==> config.mk <==
export PLATFORM = sky130hd
export DESIGN_NAME = dpwm_unit
export DESIGN_NICKNAME = d
export VERILOG_FILES = /design/src/pkg/dpwm_pkg.sv /design/src/design/dpwm_unit.sv
export SDC_FILE = /design/constraint.sdc
export NUM_CORES = 1
export LEC_CHECK = 0
export BUFFER_PORTS_ARGS = -buffer_cell sky130_fd_sc_hd__buf_2
export CAP_MARGIN = 20
export CORE_MARGIN = 1
export CORE_UTILIZATION = 58
export CTS_CLUSTER_DIAMETER = 30
export DETAILED_ROUTE_END_ITERATION = 7
export GPL_ROUTABILITY_DRIVEN = 0
export PLACE_DENSITY_LB_ADDON = 0.3
export SLEW_MARGIN = 10
export SYNTH_ARGS = -nofsm -noshare
export SYNTH_HDL_FRONTEND = slang
export SYNTH_SLANG_ARGS = --single-unit
==> constraint.sdc <==
create_clock -name clk_sys -period 6.6 [get_ports clk_sys]
set_input_delay 0 -clock clk_sys [delete_from_list [all_inputs] [get_ports clk_sys]]
set_output_delay 0 -clock clk_sys [all_outputs]
set_load 0.01 [all_outputs]
==> src/pkg/dpwm_pkg.sv <==
// constants for the dual pulse-width output unit
// assumes one system clock; configuration arrives from same-clock logic
package dpwm_pkg;
	localparam int NUM_GEN = 2;
	localparam int PRESC_W = 16;
	localparam int DUTY_W = 11;
	localparam int TICK_W = 10;
	localparam logic [PRESC_W-1:0] PRESC_MIN = 16'h0002;
	localparam logic [PRESC_W-1:0] PRESC_MAX = 16'hffff;
	localparam logic [PRESC_W-1:0] PRESC_RESET = 16'h0000;
	localparam logic [DUTY_W-1:0] DUTY_OFF = 11'h000;
	localparam logic [DUTY_W-1:0] DUTY_FULL = 11'h3e8;
	localparam logic [TICK_W-1:0] TICK_LAST = 10'h3e7;
	localparam int CHAN_FIRST = 3;
	localparam int CHAN_SECOND = 7;
	localparam int BASE_CLK_MHZ = 48;
endpackage

==> src/design/dpwm_unit.sv <==
// dual pulse-width generator with fixed output channels
// assumes prescale and duty are written by logic on clk_sys as
// one-cycle strobes; clk_sys serves as the divider's base tick
// limitation: there is no separate 48 MHz clock; the prescale divides
// clk_sys, so real periods scale with the clk_sys rate
// trade-off: settings are double-buffered per generator so a cycle
// never mixes an old duty with a new prescale
// out-of-range writes are dropped whole, not clamped, and only flagged
//
// Function
// - two independent generators, fixed to output channels 3 and 7
// - tick comes from the base clock divided by the prescale value
// - one output cycle is exactly 1000 divided ticks
// - prescale settings from 2 to 65535 inclusive are accepted
// - duty zero keeps the output off the whole cycle
// - duty 1 to 999 gives that many on-ticks per cycle
// - duty 1000 keeps the output on without an off phase
// - output one means channel switched on, zero switched off
`timescale 1ns/100ps
`default_nettype none
module dpwm_unit (
	input wire logic clk_sys,
	input wire logic resetn,
	input wire logic [dpwm_pkg::NUM_GEN-1:0] cfgWrite,
	input wire logic [dpwm_pkg::PRESC_W-1:0] cfgPrescFirst,
	input wire logic [dpwm_pkg::DUTY_W-1:0] cfgDutyFirst,
	input wire logic [dpwm_pkg::PRESC_W-1:0] cfgPrescSecond,
	input wire logic [dpwm_pkg::DUTY_W-1:0] cfgDutySecond,
	input wire logic [dpwm_pkg::NUM_GEN-1:0] chanFuncSel,
	output logic pwmOutCh3,
	output logic pwmOutCh7,
	output logic [dpwm_pkg::NUM_GEN-1:0] genActive,
	output logic [dpwm_pkg::NUM_GEN-1:0] cfgRejected
);

	localparam int N = dpwm_pkg::NUM_GEN;

	typedef struct packed {
		// live settings of the running cycle
		logic [N-1:0] en;
		logic [N-1:0][dpwm_pkg::PRESC_W-1:0] presc;
		logic [N-1:0][dpwm_pkg::DUTY_W-1:0] duty;
		// settings waiting for the next cycle boundary
		logic [N-1:0] pendValid;
		logic [N-1:0][dpwm_pkg::PRESC_W-1:0] pendPresc;
		logic [N-1:0][dpwm_pkg::DUTY_W-1:0] pendDuty;
		// divider, position within the cycle, output level and reject flag
		logic [N-1:0][dpwm_pkg::PRESC_W-1:0] divCnt;
		logic [N-1:0][dpwm_pkg::TICK_W-1:0] tick;
		logic [N-1:0] out;
		logic [N-1:0] reject;
	} dpwm_state_t;

	function automatic logic dpwmCfgOk(
		input logic [dpwm_pkg::PRESC_W-1:0] p,
		input logic [dpwm_pkg::DUTY_W-1:0] d
	);
		dpwmCfgOk = (p >= dpwm_pkg::PRESC_MIN) &&
			(p <= dpwm_pkg::PRESC_MAX) && (d <= dpwm_pkg::DUTY_FULL);
	endfunction

	// last base cycle of one divided tick
	// prescale never below two here, so the minus one cannot wrap
	function automatic logic dpwmDivEnd(
		input logic [dpwm_pkg::PRESC_W-1:0] cnt,
		input logic [dpwm_pkg::PRESC_W-1:0] presc
	);
		dpwmDivEnd = (cnt == presc - dpwm_pkg::PRESC_W'(1));
	endfunction

	function automatic logic [dpwm_pkg::PRESC_W-1:0] dpwmDivNext(
		input logic [dpwm_pkg::PRESC_W-1:0] cnt
	);
		dpwmDivNext = cnt + dpwm_pkg::PRESC_W'(1);
	endfunction

	function automatic logic [dpwm_pkg::TICK_W-1:0] dpwmTickNext(
		input logic [dpwm_pkg::TICK_W-1:0] tick
	);
		dpwmTickNext = tick + dpwm_pkg::TICK_W'(1);
	endfunction

	// level of the output for a duty and a tick position
	// end values decoded apart so no off or on sliver appears
	function automatic logic dpwmOnLevel(
		input logic [dpwm_pkg::DUTY_W-1:0] duty,
		input logic [dpwm_pkg::TICK_W-1:0] tick
	);
		if (duty == dpwm_pkg::DUTY_OFF) begin
			// never on, not even at tick zero
			dpwmOnLevel = 1'b0;
		end else if (duty == dpwm_pkg::DUTY_FULL) begin
			// tick stops at 999, so the compare alone would also hold full on
			dpwmOnLevel = 1'b1;
		end else begin
			// on for the first duty ticks of the cycle
			dpwmOnLevel = {1'b0, tick} < duty;
		end
	endfunction

	logic [1:0] rstSync_q;
	logic rstN;
	dpwm_state_t state_q;
	dpwm_state_t state_d;
	logic [N-1:0][dpwm_pkg::PRESC_W-1:0] inPresc;
	logic [N-1:0][dpwm_pkg::DUTY_W-1:0] inDuty;
	logic [N-1:0] divEnd;
	logic [N-1:0] cycEnd;
	logic [N-1:0] wrOk;
	logic [N-1:0] wrBad;

	// reset released through two flops to avoid a ragged release
	always_ff @(posedge clk_sys or negedge resetn) begin
		if (!resetn) begin
			rstSync_q <= 2'h0;
		end else begin
			rstSync_q <= {rstSync_q[0], 1'b1};
		end
	end
	assign rstN = rstSync_q[1];

	// fixed mapping of generator to channel
	assign inPresc[0] = cfgPrescFirst;
	assign inDuty[0] = cfgDutyFirst;
	assign inPresc[1] = cfgPrescSecond;
	assign inDuty[1] = cfgDutySecond;

	// strobes come from registered state only
	// so a late write cannot shorten the running tick
	for (genvar g = 0; g < N; g++) begin : gen_strobe
		assign divEnd[g] = state_q.en[g] &&
			dpwmDivEnd(state_q.divCnt[g], state_q.presc[g]);
		assign cycEnd[g] = divEnd[g] &&
			(state_q.tick[g] == dpwm_pkg::TICK_LAST);
		// range check on the incoming pair
		assign wrOk[g] = cfgWrite[g] &&
			dpwmCfgOk(inPresc[g], inDuty[g]);
		assign wrBad[g] = cfgWrite[g] && !wrOk[g];
	end

	always_comb begin
		state_d = state_q;
		for (int i = 0; i < N; i++) begin
			state_d.reject[i] = 1'b0;
			if (state_q.en[i]) begin
				if (divEnd[i]) begin
					state_d.divCnt[i] = '0;
				end else begin
					state_d.divCnt[i] = dpwmDivNext(state_q.divCnt[i]);
				end
				if (cycEnd[i]) begin
					state_d.tick[i] = '0;
				end else if (divEnd[i]) begin
					state_d.tick[i] = dpwmTickNext(state_q.tick[i]);
				end
				// new setting only at cycle boundary
				if (cycEnd[i] && state_q.pendValid[i]) begin
					state_d.presc[i] = state_q.pendPresc[i];
					state_d.duty[i] = state_q.pendDuty[i];
					state_d.pendValid[i] = 1'b0;
				end
			end else if (state_q.pendValid[i]) begin
				// first valid setting starts the generator
				state_d.en[i] = 1'b1;
				state_d.presc[i] = state_q.pendPresc[i];
				state_d.duty[i] = state_q.pendDuty[i];
				state_d.pendValid[i] = 1'b0;
				// counters restart so the first cycle is whole
				state_d.divCnt[i] = '0;
				state_d.tick[i] = '0;
			end
			// newest write wins; a write at the boundary waits one cycle
			if (wrOk[i]) begin
				state_d.pendValid[i] = 1'b1;
				state_d.pendPresc[i] = inPresc[i];
				state_d.pendDuty[i] = inDuty[i];
			end
			// out-of-range pair is dropped, only flagged
			if (wrBad[i]) begin
				state_d.reject[i] = 1'b1;
			end
			// on while tick below duty
			// counting goes on while the channel is not selected
			state_d.out[i] = state_d.en[i] && chanFuncSel[i] &&
				dpwmOnLevel(state_d.duty[i], state_d.tick[i]);
		end
	end

	always_ff @(posedge clk_sys or negedge rstN) begin
		if (!rstN) begin
			state_q <= '0;
		end else begin
			state_q <= state_d;
		end
	end

	// generator zero on channel three, one on channel seven
	// the mapping is wired, never a setting
	// high drives the channel on
	assign pwmOutCh3 = state_q.out[0];
	assign pwmOutCh7 = state_q.out[1];
	assign genActive = state_q.en;
	assign cfgRejected = state_q.reject;

endmodule
`default_nettype wire

## After elaboration in Yosys (flattened, before gate mapping)

Cells that the tools add are included.

| storage, ports and cells | value |
|---|---|
| logic and storage cells | 110 |
| bits in registers | 170 |
| output and inout port bits | 6 |
| input bits | 60 |

| operators by class | value |
|---|---|
| add/subtract/negate cells | 6 |
| reductions and logical operators | 26 |
| multiplexer cells | 42 |
| equality and inequality tests | 10 |
| order comparisons | 8 |

Operators by type and width:

| operator | count |
|---|---|
| 2-to-1 mux 16 bit | 12 |
| 2-to-1 mux 10 bit | 8 |
| 2-to-1 mux 11 bit | 6 |
| adder 16 x 1 -> 16 bit, second input constant | 2 |
| equality test 16 bit | 2 |
| greater-or-equal comparator 16 x 2 -> 1 bit, second input constant | 2 |
| less-or-equal comparator 16 bit, second input constant | 2 |
| subtractor 16 x 1 -> 16 bit, second input constant | 2 |
| equality test 11 x 10 -> 1 bit, second input constant | 2 |
| less-or-equal comparator 11 x 10 -> 1 bit, second input constant | 2 |
| zero test 11 bit | 2 |
| < comparator 10 x 11 -> 1 bit | 2 |
| adder 10 x 1 -> 10 bit, second input constant | 2 |
| equality test 10 bit, second input constant | 2 |
| logical AND 1 bit | 18 |
| 2-to-1 mux 1 bit | 16 |
| inequality test 3 x 1 -> 1 bit, second input constant | 2 |
| inequality test 2 x 1 -> 1 bit, second input constant | 2 |
| AND reduction 2 bit | 2 |
| nonzero test 2 bit | 2 |
| zero test 1 bit | 2 |

## Logic depth before layout (Yosys ltp)

Gate-level depths: netlist of the first run.

| depth | value |
|---|---|
| word-level depth | 11 |
| gate-level depth with buffers | 22 |

## Worst setup path before layout of the first run

OpenSTA, ideal clock, no wires.

| path | value |
|---|---|
| path kind | reg2reg |
| start point | register state_q[150] (netlist name) |
| end point | register state_q, in the netlist pwmOutCh7 |
| stages on the path, launching flop included | 20 |
| period minus slack after synthesis | 3,926 ps |
| data arrival time | 3,802 ps |
| buffers on the path | 0 |
| setup slack | 2,674 ps |
| cell sequence | dfrtp_1 inv_1 ha_1 or3b_1 nor4_1 a21oi_1 nor4_1 nand4_2 o21ai_1 o211ai_1 o21a_1 ha_1 a21o_1 a21oi_1 nor2b_1 o21ai_0 a21oi_1 nor3_1 and3b_1 o31a_1 |

RTL lines:

| what | RTL line | RTL |
|---|---|---|
| start, declared | dpwm_unit.sv:103 | `dpwm_state_t state_q;` |
| start signal, assigned | dpwm_unit.sv:193 | `state_q <= state_d;` |

==> results of run 1 <==
[critical path: stages, from the launching register on]
cell and delay [ps]:
dfrtp_1 430, inv_1 90, ha_1 170, nor3b_2 430, a31oi_1 170, nand4bb_1 220
and3_1 300, nand4b_1 710, nor4_2 650, o21ai_0 140, mux2_2 310, ha_1 290
nor2b_1 130, o21ai_0 130, a21boi_0 100, o21ai_0 150, nand2b_1 70, a21oi_1 150
nor2_1 60, nor3_1 160
[worst max-delay path by stage]
stage                           endpoint  slack, ps  cells after the start
after floorplan           cfgRejected[0]       1510                      0
after global placement         pwmOutCh3       1970                     19
after detailed placement       pwmOutCh3       1790                     19
after CTS                      pwmOutCh3       1700                     19
after global routing           pwmOutCh3       1180                     21
final                          pwmOutCh3       1670                     19
[cells in the final DEF (no fill, tap or decap), types with 7 or more instances in the layout]
master	instances
buf_4	7
nor3_1	20
clkbuf_16	17
xor2_1	26
and3_1	25
xnor2_1	28
nand4_1	18
or3_1	7
ha_1	24
mux2i_1	16
buf_2	65
dfrtp_1	169
a31oi_1	9
nor4_1	23
dlygate4sd3_1	58
nor2_1	30
mux2_2	92
o21ai_0	75
inv_1	35
nand2b_1	9
nand2_1	63
nand3_1	40
a21oi_1	22
[timing repair]
item / 4_1_cts / 5_1_grt
endpoints found under the hold margin: 58 / 0
gates resized for setup: 0 / 0
hold buffers: 58 / 0
[logic make-up (layout without fill, tap and decap cells)]
family,count (synthesis),after routing,synth area share
mux,109,109,0.135
simple gates,275,275,0.169
xor+xnor,54,54,0.0525
fa+ha+maj,24,24,0.0334
other cells,1,1,0.000417
buf+inv,67,197,0.0302
flops,170,170,0.473
compound gates,153,153,0.108
[flip-flops by register name, summed over array words and instances, names as in the netlist]
signal       cells
pwmOutCh3        1
state_q        162
rstSync_q        2
genActive        2
cfgRejected      2
pwmOutCh7        1
[power groups by stage]
stage,logic [mW],clock network [mW],registers [mW]
2_1_floorplan,0.270,0,1.24
3_3_place_gp,0.329,0,1.27
3_5_place_dp,0.340,0,1.27
4_1_cts,0.371,1.02,1.26
5_1_grt,0.415,1.06,1.28
6_report,0.372,0.998,1.26
[cell usage after synthesis, types with 18 or more instances]
library cell,count
dfrtp_1,170
mux2_2,92
o21ai_0,75
nand2_1,63
nand3_1,40
inv_1,35
nor2_1,30
xnor2_1,28
xor2_1,26
and3_1,25
ha_1,24
nor4_1,23
a21oi_1,22
clkbuf_1,20
nor3_1,20
nand4_1,18
[per-stage QoR]
step	setup WS (ps)	total power, mW
3_3_place_gp	1970	1.60
4_1_cts	1700	2.64
3_5_place_dp	1790	1.61
2_1_floorplan	1510	1.51
6_report	1670	2.63
5_1_grt	1180	2.75
[final cells by class]
type | instances | area [um^2] | share of cell area
Multi-Input combinational cell | 616 | 4480 | 0.420
Tap cell | 188 | 235 | 0.0221
Clock inverter | 15 | 164 | 0.0154
Inverter | 35 | 131 | 0.0123
Clock buffer | 17 | 425 | 0.0399
Sequential cell | 170 | 4260 | 0.400
Timing Repair Buffer | 130 | 958 | 0.0900
[layer usage]
layer / routed length [um] / part of all wire
met1: 9710 / 0.47
met2: 9930 / 0.48
met3: 848 / 0.041
met4: 266 / 0.013
met5: 0 / 0
==> impl_metrics.py, run 1 <==
metrics = {
    "grt": {
        "grt_usage": 0.278,
        "grt_use_met1": 0.380,
        "grt_max_degree": 77,
        "grt_use_met3": 0.0553,
        "grt_pass1_vias": 6925,
        "grt-busiest-layer": "met2",
        "grt_pass1_wl_mm": 34.8,
        "use_met2": 0.457,
        "antenna_found_initial": 0,
        "grt-ovfl-total": 0,
    },
    "route": {
        "ant_nets": 0,
        "finalWirelength_mm": 20.8,
        "detail_route.wl_per_cell_um": 17.7,
        "drc": 0,
        "firstDrtPassIters": 6,
        "drt_iter0_drc": 647,
        "via_count": 6940,
        "vias_per_cell": 5.93,
    },
    "pwr": {
        "power_frac_clock": 0.379,
        "switching_share": 0.277,
        "power.density_mw_per_mm2": 247,
        "seqPwrFrac": 0.479,
        "power.leakage_nw": 4.79,
        "ir_worst_vdd_mv": 0.258,
        "intPower_mw": 1.90,
        "p_sw_mw": 0.728,
        "combPwrFrac": 0.142,
    },
    "setup_path": {
        "critPathKind": "flip-flop to flip-flop",
        "arrival_ps": 5280,
        "r2r_cells": 19,
        "cp_max_fo": 17,
        "r2r_slack_ps": 1670,
        "end_kind": "flip-flop",
        "timing.rr.start": "state_q[134]",
        "crit_start": "state_q[134]",
        "rr_endpoint": "pwmOutCh3",
        "setup.worst_path.start_class": "flip-flop",
        "required_ps": 6950,
    },
    "logic_synthesis": {
        "ys_types": 66,
        "synth-async-reset-ratio": 1.00,
        "yosysSeqAreaShare": 0.473,
        "avgSynthCellArea_um2": 10.6,
        "synth_edf_count": 0,
        "synth_top_area_share": 0.473,
        "synth_area_mm2": 0.00900,
        "synth_top_cell_by_area": "dfrtp_1",
        "synth.area.top_cells": "dfrtp_1 (47%), mux2_2 (12%), o21ai_0 (4.2%), ha_1 (3.3%), xnor2_1 (2.7%)",
        "syn_inst": 853,
        "yosysWarnings": 0,
        "ys.flop_type": "dfrtp_1",
        "syn-num-nets": 937,
        "synth_seq_cells": 170,
    },
    "clock_tree": {
        "numCtsBuffers": 17,
        "cts.clk_slew.worst_paths_ps": 70,
        "clk-insertion-delay-late_ps": 430,
        "clk_path_buf_depth": 2,
        "cts_tree": "built",
        "numClockSinks": 170,
        "cts_root_buffer": "clkbuf_16",
        "cts_max_level": 4,
        "postCtsSetupBuffers": 0,
    },
    "timing": {
        "finalMaxSlewViolations": 0,
        "holdWs_ps": 64.0,
        "maxSlewHeadroom": 0.386,
        "skew_ps": 7.78,
        "period_needed_ps": 4930,
        "fmax_mhz": 203,
        "hold_viol_final": 0,
        "setup_viol": 0,
        "fin_tns_setup_ps": 0,
        "rsz0062_at_grt": "false",
        "period_share": 0.747,
        "worstMarginPinSlew_ps": 921,
    },
    "floorplan": {
        "die_w_um": 127,
        "start_util": 0.592,
        "die_h_um": 127,
        "dieArea_mm2": 0.0160,
        "core_mm2": 0.0152,
        "io_pins": 66,
        "fp-row-count": 45,
    },
    "finish": {
        "drive_gt1_frac": 0.217,
        "nets": 1054,
        "finalNonFillerCells": 1171,
        "antenna_cells": 0,
        "area_growth_syn_to_layout_pct": 18.3,
        "finish.utilization": 0.700,
        "final_cell_area_mm2": 0.0106,
        "fill_cells": 1065,
    },
    "hold_path": {
        "min_to": "cfgRejected[0]",
        "hp-class": "input pin to flip-flop",
        "hold_path_depth": 4,
        "hp-start": "cfgDutyFirst[10]",
    },
    "placed_design": {
        "io_buffers": 65,
        "placed_cells": 1081,
        "placed_area_mm2": 0.00948,
        "dp_hpwl_mm": 13.5,
    },
    "job": {
        "maxCapViolCount": 0,
    },
    "status": {
        "outcome": "finished, final reports clean",
    },
}
No activity file was read; power rests on OpenSTA's default activity.
==> run 2: changes to the inputs <==
--- a/config.mk
+++ b/config.mk
@@ -8,7 +8,7 @@
 export BUFFER_PORTS_ARGS = -buffer_cell sky130_fd_sc_hd__buf_2
 export CAP_MARGIN = 20
 export CORE_MARGIN = 1
-export CORE_UTILIZATION = 58
+export CORE_UTILIZATION = 55
 export CTS_CLUSTER_DIAMETER = 30
 export DETAILED_ROUTE_END_ITERATION = 7
 export GPL_ROUTABILITY_DRIVEN = 0
==> constraint.sdc (replaced) <==
create_clock -name clk_sys -period 4.4 [get_ports clk_sys]
set_input_delay 0 -clock clk_sys [delete_from_list [all_inputs] [get_ports clk_sys]]
set_output_delay 0 -clock clk_sys [all_outputs]
set_load 0.01 [all_outputs]
==> impl_metrics.py, run 2 (same netlist as run 1, synthesis figures left out) <==
metrics = {
    "timing": {
        "worstMarginPinSlew_ps": 785,
        "fmax_mhz": 240,
        "holdWs_ps": 24.3,
        "period_share": 0.946,
        "maxSlewHeadroom": 0.472,
        "period_needed_ps": 4160,
        "finalMaxSlewViolations": 0,
        "fin_ws_ps": 238,
        "hold_viol_final": 0,
        "skew_ps": 17.2,
        "setup_viol": 0,
    },
    "setup_path": {
        "critPathKind": "flip-flop to flip-flop",
        "required_ps": 4780,
        "cp_max_fo": 8,
        "setup.worst_path.start_class": "flip-flop",
        "rr_endpoint": "pwmOutCh7",
        "r2r_slack_ps": 240,
        "r2r_cells": 17,
        "timing.rr.start": "state_q[151]",
        "end_kind": "flip-flop",
        "arrival_ps": 4540,
    },
    "floorplan": {
        "start_util": 0.565,
        "die_h_um": 130,
        "die_w_um": 130,
        "io_pins": 66,
        "core_mm2": 0.0159,
        "fp-row-count": 46,
        "dieArea_mm2": 0.0169,
    },
    "clock_tree": {
        "cts_tree": "built",
        "clk-insertion-delay-late_ps": 440,
        "cts_root_buffer": "clkbuf_16",
        "numCtsBuffers": 17,
        "cts.clk_slew.worst_paths_ps": 60,
        "clk_path_buf_depth": 2,
        "cts_max_level": 4,
        "numClockSinks": 170,
    },
    "pwr": {
        "ir_worst_vdd_mv": 0.351,
        "power.density_mw_per_mm2": 361,
        "power.leakage_nw": 4.96,
    },
    "route": {
        "via_count": 7191,
        "finalWirelength_mm": 22.0,
        "ant_nets": 0,
        "firstDrtPassIters": 5,
        "detail_route.wl_per_cell_um": 17.9,
        "drc": 0,
        "drt_iter0_drc": 499,
        "vias_per_cell": 5.86,
    },
    "placed_design": {
        "placed_area_mm2": 0.00963,
        "io_buffers": 65,
        "dp_hpwl_mm": 13.9,
        "placed_cells": 1123,
        "post-place-ws_ps": 84.9,
    },
    "finish": {
        "antenna_cells": 0,
        "finish.utilization": 0.693,
        "drive_gt1_frac": 0.252,
        "nets": 1083,
        "top_register": "state_q",
        "final_cell_area_mm2": 0.0110,
        "largest_reg_flops": 162,
        "area_growth_syn_to_layout_pct": 22.7,
        "finalNonFillerCells": 1228,
        "final_common_cell": "dfrtp_1",
        "final_cell_mix": "dfrtp_1 (166), mux2_2 (92), o21ai_0 (73)",
    },
    "hold_path": {
        "min_to": "cfgRejected[1]",
        "hp-class": "input pin to flip-flop",
        "hp-start": "cfgDutySecond[10]",
        "hold_path_depth": 4,
    },
    "status": {
        "outcome": "finished, final reports clean",
    },
    "grt": {
        "grt_max_degree": 86,
        "grt_pass1_wl_mm": 35.2,
        "grt_pass1_vias": 7075,
        "grt_usage": 0.273,
        "antenna_found_initial": 0,
        "grt-ovfl-total": 0,
    },
    "job": {
        "maxCapViolCount": 0,
    },
}
-- run 2: metrics by stage --
step / power, mW / setup TNS [ps]
2_1_floorplan: 2.26 / 0
3_3_place_gp: 2.41 / 0
3_5_place_dp: 2.43 / 0
4_1_cts: 3.96 / 0
5_1_grt: 4.16 / -26.9
6_report: 3.98 / 0
-- run 2: timing repair --
item	in CTS	in global routing
setup endpoints to repair	0	2
gates resized for setup	0	25
buffers inserted	0	14
hold buffers	58	0
endpoints found under the hold margin	58	0
-- run 2: worst max path at each step --
stage,from,to,cells past startpoint
after floorplan,state_q[150],pwmOutCh7,19
after global placement,state_q[150],pwmOutCh7,17
after detailed placement,state_q[150],pwmOutCh7,16
after CTS,state_q[150],pwmOutCh7,16
after global routing,state_q[151],pwmOutCh7,20
final,state_q[151],pwmOutCh7,17
-- run 2: where the power goes --
group          switching (mW)  leakage [nW]  internal [mW]  total (mW)
Sequential              0.181          2.11           1.71        1.89
Clock                   0.634         0.292          0.855        1.49
Combinational           0.285          2.57          0.318       0.603
-- run 2: worst max-delay path, cell delays in order (launching register included) --
cell      delay [ps]
dfrtp_2          450
nor4_4           410
nand4_1          200
or3_1            400
a221oi_2         270
buf_4            170
buf_4            110
nand4_1           80
o22a_2           310
buf_4            200
mux2i_1          260
ha_1             290
or2_2            280
a21oi_1          180
a21oi_1           80
nor3_1           130
and3b_1          170
o31a_1           130
-- run 2: metal layers --
layer	GRT usage	routed length, um	vias to the layer above
li1	-	-	3412
met1	0.364	9960	3580
met2	0.444	10800	164
met3	0.0513	873	35
met4	0.105	421	0
met5	0	0	-
-- run 2: layout make-up --
class | count | area, um^2
Clock buffer | 19 | 443
Fill cell | 1181 | 4900
Multi-Input combinational cell | 616 | 4580
Tap cell | 216 | 270
Clock inverter | 13 | 141
Sequential cell | 170 | 4260
Inverter | 35 | 131
Timing Repair Buffer | 159 | 1210
